`src/design/dlwu_defines.svh`:
```
`ifndef DLWU_DEFINES_SVH
`define DLWU_DEFINES_SVH

// operation codes
`define DLWU_OP_DIV_WORD_MEM 8'h64
`define DLWU_OP_DIV_WORD_IMM 8'h74
`define DLWU_OP_DIV_HALF_MEM 8'h65
`define DLWU_OP_DIV_HALF_IMM 8'h75
`define DLWU_OP_FDIV_SINGLE 8'h66
`define DLWU_OP_FDIV_DOUBLE 8'h67
`define DLWU_OP_AND_MEM 8'hE0
`define DLWU_OP_OR_MEM 8'hE4
`define DLWU_OP_XOR_MEM 8'hE8
`define DLWU_OP_AND_IMM 8'hF0
`define DLWU_OP_OR_IMM 8'hF4
`define DLWU_OP_XOR_IMM 8'hF8

// field and datapath widths
`define DLWU_WORD_W 32
`define DLWU_HALF_W 16
`define DLWU_M_W 4
`define DLWU_N_W 12
`define DLWU_INDEX_ADD_W 24
`define DLWU_DIV_DVD_W 128
`define DLWU_DIV_DVS_W 64

// result code values {less, greater, equal}
`define DLWU_CODE_RESET 3'h0
`define DLWU_CODE_LESS 3'h4
`define DLWU_CODE_GREATER 3'h2
`define DLWU_CODE_EQUAL 3'h1

`endif

```
`src/design/dlwu_pkg.sv`:
```
package dlwu_pkg;

  typedef enum logic [4:0] {
    DLWU_K_NONE = 5'h01,
    DLWU_K_WDIV = 5'h02,
    DLWU_K_HDIV = 5'h04,
    DLWU_K_FDIV = 5'h08,
    DLWU_K_LOGIC = 5'h10
  } dlwu_kind_t;

  typedef enum logic [2:0] {
    DLWU_ST_IDLE = 3'h1,
    DLWU_ST_DIV = 3'h2,
    DLWU_ST_FIN = 3'h4
  } dlwu_state_t;

  typedef enum logic [1:0] {
    DLWU_LG_AND = 2'h0,
    DLWU_LG_OR = 2'h1,
    DLWU_LG_XOR = 2'h2
  } dlwu_logic_t;

endpackage : dlwu_pkg

```
`src/design/dlwu_divider.sv`:
```
`timescale 1ns/1ps
module dlwu_divider #(
  parameter int DVD_W = 128,
  parameter int DVS_W = 64
) (
  input wire logic clk_i,
  input wire logic rst_b_i,
  input wire logic start_i,
  input wire logic [DVD_W-1:0] dividend_i,
  input wire logic [DVS_W-1:0] divisor_i,
  output logic done_o,
  output logic [DVD_W-1:0] quotient_o
);
  localparam int CNT_W = $clog2(DVD_W + 1);

  logic [DVS_W:0] rem;
  logic [DVS_W-1:0] dvs;
  logic [CNT_W-1:0] cnt;
  logic busy;
  logic [DVS_W:0] trial;
  logic fits;

  initial begin
    if (DVS_W < 2 || DVS_W > DVD_W) begin
      $error("dlwu_divider: divisor width must lie between 2 and the dividend width");
    end
  end

  assign trial = {rem[DVS_W-1:0], quotient_o[DVD_W-1]};
  assign fits = trial >= {1'b0, dvs};

  // one quotient bit per cycle: small area, DVD_W cycles of latency
  always_ff @(posedge clk_i) begin
    if (!rst_b_i) begin
      rem <= '0;
      dvs <= '0;
      cnt <= '0;
      busy <= 1'b0;
      done_o <= 1'b0;
      quotient_o <= '0;
    end else begin
      done_o <= 1'b0;
      if (start_i && !busy) begin
        rem <= '0;
        dvs <= divisor_i;
        quotient_o <= dividend_i;
        cnt <= CNT_W'(DVD_W);
        busy <= 1'b1;
      end else if (busy) begin
        rem <= fits ? trial - {1'b0, dvs} : trial;
        quotient_o <= {quotient_o[DVD_W-2:0], fits};
        cnt <= cnt - CNT_W'(1);
        if (cnt == CNT_W'(1)) begin
          busy <= 1'b0;
          done_o <= 1'b1;
        end
      end
    end
  end
endmodule : dlwu_divider

```
`src/design/dlwu_unit.sv`:
```
`timescale 1ns/1ps
`include "dlwu_defines.svh"
module dlwu_unit #(
  parameter int EXP_W = 7,
  parameter int EXP_BIAS = 64
) (
  input wire logic clk_i,
  input wire logic rst_b_i,
  input wire logic start_i,
  input wire logic [7:0] op_i,
  input wire logic [3:0] reg_sel_i,
  input wire logic [31:0] reg_val_i,
  input wire logic [31:0] reg_pair_val_i,
  input wire logic [63:0] operand_i,
  input wire logic [`DLWU_M_W-1:0] m_field_i,
  input wire logic [`DLWU_N_W-1:0] n_field_i,
  input wire logic [3:0] index_field_i,
  input wire logic [31:0] index_val_i,
  output logic busy_o,
  output logic done_o,
  output logic wr_o,
  output logic wr_pair_o,
  output logic [31:0] res_o,
  output logic [31:0] res_pair_o,
  output logic result_less_flag_o,
  output logic result_greater_flag_o,
  output logic outcome_equal_flag_o,
  output logic fx_overflow_o,
  output logic divide_check_o,
  output logic exp_overflow_o,
  output logic exp_underflow_o,
  output logic spec_error_o
);
  localparam int DVD_W = `DLWU_DIV_DVD_W;
  localparam int DVS_W = `DLWU_DIV_DVS_W;
  localparam int FS_W = 31 - EXP_W;
  localparam int FD_W = 63 - EXP_W;
  localparam int EW = EXP_W + 3;
  initial begin
    if (EXP_W < 2 || EXP_W > 16 || EXP_BIAS >= (1 << EXP_W)) begin
      $error("dlwu_unit: exponent width or bias out of range");
    end
  end
  dlwu_pkg::dlwu_state_t state;
  dlwu_pkg::dlwu_kind_t kind, kind_q;
  dlwu_pkg::dlwu_logic_t lg_op;
  logic is_imm_logic, div_start, div_done, fdbl, fsign;
  logic neg_q, odd_q, dbl_q, dvs_zero_q, dvd_zero_q;
  logic q_ovf, q_top, f_ovf, f_unf;
  logic [31:0] logic_imm, logic_b, logic_res;
  logic [63:0] s_dvd, s_dvs, mag_dvd, mag_dvs, fa, fb, qs, frac, fres;
  logic [DVD_W-1:0] div_dvd, qmag, lim;
  logic [DVS_W-1:0] div_dvs;
  logic [EXP_W-1:0] ea, eb;
  logic [15:0] keep_lo_q;
  logic signed [EW-1:0] exp_q, exp_n;
  function automatic logic [2:0] arith_code(input logic nz, input logic neg);
    if (!nz) begin
      arith_code = `DLWU_CODE_EQUAL;
    end else if (neg) begin
      arith_code = `DLWU_CODE_LESS;
    end else begin
      arith_code = `DLWU_CODE_GREATER;
    end
  endfunction : arith_code
  function automatic logic [63:0] sext32(input logic [31:0] v);
    sext32 = {{32{v[31]}}, v};
  endfunction : sext32
  // decode of the requested operation
  always_comb begin
    kind = dlwu_pkg::DLWU_K_NONE;
    lg_op = dlwu_pkg::DLWU_LG_AND;
    is_imm_logic = 1'b0;
    case (op_i)
      `DLWU_OP_DIV_WORD_MEM, `DLWU_OP_DIV_WORD_IMM: begin
        kind = dlwu_pkg::DLWU_K_WDIV;
      end
      `DLWU_OP_DIV_HALF_MEM, `DLWU_OP_DIV_HALF_IMM: begin
        kind = dlwu_pkg::DLWU_K_HDIV;
      end
      `DLWU_OP_FDIV_SINGLE, `DLWU_OP_FDIV_DOUBLE: begin
        kind = dlwu_pkg::DLWU_K_FDIV;
      end
      `DLWU_OP_AND_MEM: begin
        kind = dlwu_pkg::DLWU_K_LOGIC;
      end
      `DLWU_OP_OR_MEM: begin
        kind = dlwu_pkg::DLWU_K_LOGIC;
        lg_op = dlwu_pkg::DLWU_LG_OR;
      end
      `DLWU_OP_XOR_MEM: begin
        kind = dlwu_pkg::DLWU_K_LOGIC;
        lg_op = dlwu_pkg::DLWU_LG_XOR;
      end
      `DLWU_OP_AND_IMM: begin
        kind = dlwu_pkg::DLWU_K_LOGIC;
        is_imm_logic = 1'b1;
      end
      `DLWU_OP_OR_IMM: begin
        kind = dlwu_pkg::DLWU_K_LOGIC;
        lg_op = dlwu_pkg::DLWU_LG_OR;
        is_imm_logic = 1'b1;
      end
      `DLWU_OP_XOR_IMM: begin
        kind = dlwu_pkg::DLWU_K_LOGIC;
        lg_op = dlwu_pkg::DLWU_LG_XOR;
        is_imm_logic = 1'b1;
      end
      default: begin
        kind = dlwu_pkg::DLWU_K_NONE;
      end
    endcase
  end
  // immediate built from M and N fields
  // index bits added only when index field nonzero
  assign logic_imm = {16'h0000, m_field_i, n_field_i}
    + ((index_field_i != 4'h0) ? {8'h00, index_val_i[`DLWU_INDEX_ADD_W-1:0]} : 32'h0000_0000);
  assign logic_b = is_imm_logic ? logic_imm : operand_i[31:0];
  // bitwise combine over the full word
  // same path serves the immediate forms
  always_comb begin
    case (lg_op)
      dlwu_pkg::DLWU_LG_OR: logic_res = reg_val_i | logic_b;
      dlwu_pkg::DLWU_LG_XOR: logic_res = reg_val_i ^ logic_b;
      default: logic_res = reg_val_i & logic_b;
    endcase
  end
  // divide operands: signs stripped here, restored on completion
  always_comb begin
    // pair dividend on even select, single register on odd
    s_dvd = reg_sel_i[0] ? sext32(reg_val_i) : {reg_val_i, reg_pair_val_i};
    s_dvs = sext32(operand_i[31:0]);
    // immediate divisor arrives on the same operand port
    if (kind == dlwu_pkg::DLWU_K_HDIV) begin
      s_dvd = sext32(reg_val_i);
      s_dvs = {{48{operand_i[15]}}, operand_i[15:0]};
    end
    mag_dvd = s_dvd[63] ? 64'h0 - s_dvd : s_dvd;
    mag_dvs = s_dvs[63] ? 64'h0 - s_dvs : s_dvs;
  end
  // float fields: sign, biased exponent, normalized fraction
  assign fdbl = op_i[0];
  // high word carries only FD_W-32 fraction bits below the exponent
  assign fa = fdbl ? {{(EXP_W + 1){1'b0}}, reg_val_i[FD_W-33:0], reg_pair_val_i}
    : {{(64 - FS_W){1'b0}}, reg_val_i[FS_W-1:0]};
  assign fb = fdbl ? {{(EXP_W + 1){1'b0}}, operand_i[FD_W-1:0]}
    : {{(64 - FS_W){1'b0}}, operand_i[FS_W-1:0]};
  assign ea = reg_val_i[30:31-EXP_W];
  assign eb = fdbl ? operand_i[62:63-EXP_W] : operand_i[30:31-EXP_W];
  assign fsign = reg_val_i[31] ^ (fdbl ? operand_i[63] : operand_i[31]);

  always_comb begin
    if (kind == dlwu_pkg::DLWU_K_FDIV) begin
      div_dvd = fdbl ? {64'h0, fa} << FD_W : {64'h0, fa} << FS_W;
      div_dvs = fb;
    end else begin
      div_dvd = {64'h0, mag_dvd};
      div_dvs = mag_dvs;
    end
  end

  assign div_start = (state == dlwu_pkg::DLWU_ST_IDLE) && start_i
    && (kind != dlwu_pkg::DLWU_K_LOGIC) && (kind != dlwu_pkg::DLWU_K_NONE)
    && !(kind == dlwu_pkg::DLWU_K_FDIV && fdbl && reg_sel_i[0]);

  dlwu_divider #(
    .DVD_W(DVD_W),
    .DVS_W(DVS_W)
  ) u_div (
    .clk_i(clk_i),
    .rst_b_i(rst_b_i),
    .start_i(div_start),
    .dividend_i(div_dvd),
    .divisor_i(div_dvs),
    .done_o(div_done),
    .quotient_o(qmag)
  );

  // completion arithmetic for fixed point quotients
  always_comb begin
    qs = neg_q ? 64'h0 - qmag[63:0] : qmag[63:0];
    lim = (kind_q == dlwu_pkg::DLWU_K_HDIV) ? DVD_W'(1) << 15 : DVD_W'(1) << 31;
    q_ovf = neg_q ? (qmag > lim) : (qmag >= lim);
  end

  // completion arithmetic for float quotients
  always_comb begin
    q_top = dbl_q ? qmag[FD_W] : qmag[FS_W];
    if (q_top) begin
      frac = qmag[64:1];
      exp_n = exp_q + EW'(1);
    end else begin
      frac = qmag[63:0];
      exp_n = exp_q;
    end
    f_ovf = dvs_zero_q || (exp_n > EW'((1 << EXP_W) - 1));
    f_unf = !dvs_zero_q && !dvd_zero_q && (exp_n < EW'(0));
    if (dvd_zero_q || f_unf) begin
      fres = 64'h0;
    end else if (dbl_q) begin
      fres = {neg_q, exp_n[EXP_W-1:0], frac[FD_W-1:0]};
    end else begin
      fres = {neg_q, exp_n[EXP_W-1:0], frac[FS_W-1:0], 32'h0000_0000};
    end
  end

  // operation context held while the divider runs
  always_ff @(posedge clk_i) begin
    if (!rst_b_i) begin
      kind_q <= dlwu_pkg::DLWU_K_NONE;
      neg_q <= 1'b0;
      odd_q <= 1'b0;
      dbl_q <= 1'b0;
      dvs_zero_q <= 1'b0;
      dvd_zero_q <= 1'b0;
      keep_lo_q <= 16'h0000;
      exp_q <= '0;
    end else if (div_start) begin
      kind_q <= kind;
      odd_q <= reg_sel_i[0];
      dbl_q <= fdbl;
      keep_lo_q <= reg_val_i[15:0];
      if (kind == dlwu_pkg::DLWU_K_FDIV) begin
        neg_q <= fsign;
        dvs_zero_q <= fb == 64'h0;
        dvd_zero_q <= fa == 64'h0;
        // fraction ratio below one keeps this exponent, the upper half adds one
        exp_q <= EW'(ea) - EW'(eb) + EW'(EXP_BIAS);
      end else begin
        neg_q <= s_dvd[63] ^ s_dvs[63];
        dvs_zero_q <= mag_dvs == 64'h0;
        dvd_zero_q <= mag_dvd == 64'h0;
        exp_q <= '0;
      end
    end
  end

  // sequencing: logic ops finish next cycle, divides wait on the divider
  always_ff @(posedge clk_i) begin
    if (!rst_b_i) begin
      state <= dlwu_pkg::DLWU_ST_IDLE;
      busy_o <= 1'b0;
    end else begin
      case (state)
        dlwu_pkg::DLWU_ST_IDLE: begin
          if (div_start) begin
            state <= dlwu_pkg::DLWU_ST_DIV;
            busy_o <= 1'b1;
          end
        end
        dlwu_pkg::DLWU_ST_DIV: begin
          if (div_done) begin
            state <= dlwu_pkg::DLWU_ST_FIN;
            busy_o <= 1'b0;
          end
        end
        dlwu_pkg::DLWU_ST_FIN: begin
          state <= dlwu_pkg::DLWU_ST_IDLE;
        end
        default: begin
          state <= dlwu_pkg::DLWU_ST_IDLE;
          busy_o <= 1'b0;
        end
      endcase
    end
  end

  // results, result code and exceptions leave together
  always_ff @(posedge clk_i) begin
    if (!rst_b_i) begin
      done_o <= 1'b0;
      wr_o <= 1'b0;
      wr_pair_o <= 1'b0;
      res_o <= 32'h0000_0000;
      res_pair_o <= 32'h0000_0000;
      {result_less_flag_o, result_greater_flag_o, outcome_equal_flag_o} <= `DLWU_CODE_RESET;
      {fx_overflow_o, divide_check_o, exp_overflow_o, exp_underflow_o, spec_error_o} <= 5'h00;
    end else begin
      done_o <= 1'b0;
      wr_o <= 1'b0;
      wr_pair_o <= 1'b0;
      {fx_overflow_o, divide_check_o, exp_overflow_o, exp_underflow_o, spec_error_o} <= 5'h00;
      if (state == dlwu_pkg::DLWU_ST_IDLE && start_i) begin
        if (kind == dlwu_pkg::DLWU_K_LOGIC) begin
          done_o <= 1'b1;
          wr_o <= 1'b1;
          res_o <= logic_res;
          if (logic_res == 32'h0000_0000) begin
            {result_less_flag_o, result_greater_flag_o, outcome_equal_flag_o} <= `DLWU_CODE_EQUAL;
          end else if (logic_res == 32'hFFFF_FFFF) begin
            {result_less_flag_o, result_greater_flag_o, outcome_equal_flag_o} <= `DLWU_CODE_GREATER;
          end else begin
            {result_less_flag_o, result_greater_flag_o, outcome_equal_flag_o} <= `DLWU_CODE_LESS;
          end
        end else if (kind == dlwu_pkg::DLWU_K_FDIV && fdbl && reg_sel_i[0]) begin
          // odd pair select refused, nothing written
          done_o <= 1'b1;
          spec_error_o <= 1'b1;
        end else if (kind == dlwu_pkg::DLWU_K_NONE) begin
          done_o <= 1'b1;
        end
      end else if (state == dlwu_pkg::DLWU_ST_DIV && div_done) begin
        done_o <= 1'b1;
        wr_o <= 1'b1;
        case (kind_q)
          dlwu_pkg::DLWU_K_HDIV: begin
            // halfword overflow, check and left-half code
            res_o <= {qs[15:0], keep_lo_q};
            fx_overflow_o <= q_ovf;
            divide_check_o <= dvs_zero_q;
            {result_less_flag_o, result_greater_flag_o, outcome_equal_flag_o}
              <= arith_code(qs[15:0] != 16'h0000, qs[15]);
          end
          dlwu_pkg::DLWU_K_FDIV: begin
            res_o <= fres[63:32];
            res_pair_o <= fres[31:0];
            wr_pair_o <= dbl_q;
            exp_overflow_o <= f_ovf;
            exp_underflow_o <= f_unf;
            divide_check_o <= dvs_zero_q;
            {result_less_flag_o, result_greater_flag_o, outcome_equal_flag_o}
              <= arith_code(fres != 64'h0, fres[63]);
          end
          default: begin
            // partner register keeps the low dividend word
            // result written even on overflow or check
            res_o <= qs[31:0];
            fx_overflow_o <= !odd_q && q_ovf;
            divide_check_o <= dvs_zero_q;
            {result_less_flag_o, result_greater_flag_o, outcome_equal_flag_o}
              <= arith_code(qs[31:0] != 32'h0000_0000, qs[31]);
          end
        endcase
      end
    end
  end
endmodule : dlwu_unit

```
`config.mk`:
```
export PLATFORM = sky130hd
export DESIGN_NAME = dlwu_unit
export DESIGN_NICKNAME = d
export VERILOG_FILES = /design/src/design/dlwu_pkg.sv /design/src/design/dlwu_divider.sv /design/src/design/dlwu_unit.sv
export VERILOG_INCLUDE_DIRS = /design/src /design/src/design
export SDC_FILE = /design/constraint.sdc
export NUM_CORES = 2
export LEC_CHECK = 0
export ABC_AREA = 0
export ABC_CLOCK_PERIOD_IN_PS = 6000
export BUFFER_PORTS_ARGS = -buffer_cell sky130_fd_sc_hd__buf_4
export CAP_MARGIN = 10
export CORE_AREA = 2 2 243 245
export CTS_BUF_LIST = sky130_fd_sc_hd__clkbuf_8
export DETAILED_ROUTE_END_ITERATION = 7
export DIE_AREA = 0 0 245 247
export GPL_TIMING_DRIVEN = 0
export PLACE_DENSITY = 0.79
export SYNTH_ARGS = -nofsm -noshare
export SYNTH_HDL_FRONTEND = slang
export SYNTH_HIERARCHICAL = 1
export SYNTH_SLANG_ARGS = --single-unit
```
`constraint.sdc`:
```
create_clock -name clk_i -period 6 [get_ports clk_i]
set_input_delay 0.3 -clock clk_i [delete_from_list [all_inputs] [get_ports clk_i]]
set_output_delay 0.3 -clock clk_i [all_outputs]
set_load 0.05 [all_outputs]
```
==> flow_summary.yaml <==
pwr:
  power_leakage_uw: 0.0149
  ir_drop_mv: 0.211
  power_density_nw_per_um2: 197
setup_path:
  end_kind: "flop"
  worst-path-buf-inv: 6
  worstPathRequired_ns: 6.55
  cp_data_arrival_time_ns: 6.44
  startpoint_type: "primary input"
  critical_path_class: "primary input to flop"
  critPathMaxFanout: 10
  slowest_stage: "clkbuf_1"
  cp_cell_sequence: "buf_4, nor3b_1, nand4_1, a21oi_1, o21ai_0, inv_1, clkbuf_1, buf_1, clkbuf_1, nand2b_1, nand2_1, clkbuf_1, o22ai_1"
  slowest_delay_ns: 0.93
  crit_top_cell: "clkbuf_1"
  critPathTopFamily: "buffers and inverters"
synthesis:
  synth_fa_ha_area_frac: 0.0638
  synth_compound_area_frac: 0.232
  synthSimpleGateAreaFrac: 0.266
  yosys.area.top_type_share: 0.233
  ys_ff_latch: 380
  synthTopCellsByCount: "nand2_1, dfxtp_1, o21ai_0"
  yosysMostFrequentCell: "nand2_1"
  synthArstFlopShare: 0
  synth-edff-count: 0
  synth_area_leaders: "dfxtp_1, mux2i_1, nand2_1"
  yosysSeqAreaShare: 0.233
  synth_xor_xnor_area_share: 0.0552
  syn_area_per_cell_um2: 7.23
  synth_cells: 4521
  syn_area_um2: 32700
  ys.flop_type: "dfxtp_1"
  synth_top_cell_by_area: "dfxtp_1"
  ys_warn_count: 6
  yosysUniqueCellTypes: 93
  synth_top_family_by_area: "simple AND/OR/NAND/NOR gates"
  synthMuxAreaShare: 0.0863
cts:
  root_buffer: "clkbuf_8"
  clockBufferDepth: 3
  clk_pin_slew_ns: 0.06
  clkSinkCount: 380
  h-tree-depth: 3
  clk_latency_ns: 0.73
  cts_buffers: 69
  cts_tree: "yes"
sta:
  finalCriticalPeriod_ns: 5.89
  max_freq_mhz: 170
  rsz0062_at_grt: "false"
  fin_hold_ws_ns: 0.0258
  setup_viol: 0
  tightest_slew_ns: 1.44
  final_hold_viol_count: 0
  relSlewSlack: 0.0397
  finalCritPeriodShare: 0.982
  fin_skew_ns: 0.0582
  drv_slew: 0
global_routing:
  track_usage: 0.502
  grt_pass1_wl_um: 225000
  grt_max_degree: 20
  grt_pass1_vias: 35200
  antenna_found_initial: 8
  overflow: 0
placed_design:
  place_congestion: 1.14
  portBuffers: 248
  placed_cell_area_um2: 35600
  dp_hpwl_um: 125000
detailed_routing:
  num_vias: 38100
  drtIter0Drc: 5451
  dr.pass1.iters: 8
  vias_per_cell: 6.68
  drc_errors: 0
  drtAntennaViolNets: 0
  routed_wl_um: 159000
  detail_route.wl_per_cell_um: 27.9
cells_and_area:
  fill_cells: 5231
  design_area_um2: 37200
  syn_to_final_growth_pct: 13.9
  drive_above_1_share: 0.0947
  layout.nets: 5233
die:
  design.core.area_um2: 58200
  dieHeight_um: 247
  die_x_um: 245
  dieArea_um2: 60500
  start_util: 0.562
  pin_count: 271
  rows: 89
status:
  status: "finished clean"
hold_path:
  min-delay-path-class: "primary input to flop"
flow_run:
  drv_cap: 0
==> cells by family after synthesis <==
kind of cell	Yosys count
simple gates	1783
buf+inv	537
fa+ha+maj	165
mux	279
flops	380
other cells	1
compound gates	1170
xor+xnor	206
==> power by group <==
| group | switching [uW] | internal (uW) |
|---|---|---|
| clock network | 1250 | 1450 |
| registers | 15.9 | 2540 |
| logic | 1380 | 688 |
| total | 2640 | 4680 |
==> state kept, by name (all words and copies together), names as in the netlist, 3 cells and up <==
register / flops
exp_q: 9
u_div/quotient_o: 128
u_div/cnt: 8
state: 3
u_div/rem: 64
keep_lo_q: 16
kind_q: 5
res_pair_o: 32
u_div/dvs: 64
res_o: 32
==> stage by stage <==
step | power (uW) | setup WS, ns | cells | utilization | TNS (ns)
after floorplan | 3790 | 0.302 | 4544 | - | 0
after global placement | 4550 | -1.95 | 5565 | 0.612 | -45.30
after detailed placement | 4550 | -1.91 | 5566 | 0.612 | -39.75
final | 7320 | 0.107 | 5698 | 0.640 | 0
after CTS | 7210 | 0.0158 | 5691 | 0.639 | 0
after global routing | 7490 | 0.0379 | 5695 | 0.639 | 0
==> tightest hold or removal path, delay by kind of cell <==
| family | cells | cell delay, ns |
|---|---|---|
| xor+xnor | 1 | 0.08 |
| compound gates | 1 | 0.06 |
| buf+inv | 1 | 0.14 |
| simple gates | 1 | 0.05 |
==> metal layers <==
metal  routed length [um]  track usage  part of all wire
met4                16200        0.434              0.10
met1                56000        0.587              0.35
met5                   39            0           0.00024
met3                20000        0.130              0.13
met2                67000        0.763              0.42
==> final cells by class <==
cell class                      count  area (um^2)  share of cell area
Buffer                            341         1370              0.0368
Clock inverter                     33          297             0.00796
Tap cell                          773          967              0.0260
Multi-Input combinational cell   3627        23100               0.621
Inverter                          195          732              0.0197
Antenna cell                        4         10.0            0.000269
Clock buffer                       86         1180              0.0318
Sequential cell                   380         7610               0.204
Timing Repair Buffer              259         1970              0.0528
==> worst paths after layout <==
kind | endpoint | depth (start not counted) | slack, ns | start
max | u_div/rem[61] | 13 | 0.11 | op_i[3]
min reg2reg | u_div/dvs[14] | 2 | 0.46 | u_div/dvs[14]
min | u_div/dvs[5] | 4 | 0.03 | operand_i[5]
max reg2reg | u_div/rem[61] | 11 | 0.77 | state[2]
==> what timing repair did <==
item,in CTS,in global routing
gates resized for setup,4,5
hold buffers,7,0
hold endpoints to repair,7,0
setup buffers,0,2
endpoints found under the setup margin,27,10
pin swaps,0,1
==> cell usage in the layout, fill, tap and decap left out, types with 98 or more instances in the layout <==
cell,netlist,layout
nand3_1,98,98
nand2_1,658,658
o21ai_0,366,365
a21boi_0,115,115
ha_1,162,162
buf_4,7,258
dfxtp_1,380,380
nor2_1,288,288
a21oi_1,211,210
mux2i_1,254,253
clkbuf_1,277,276
and2_1,166,166
xnor2_1,130,130
inv_1,193,206
nor3_1,105,105
Note: power is estimated with default switching activity, not from simulation.
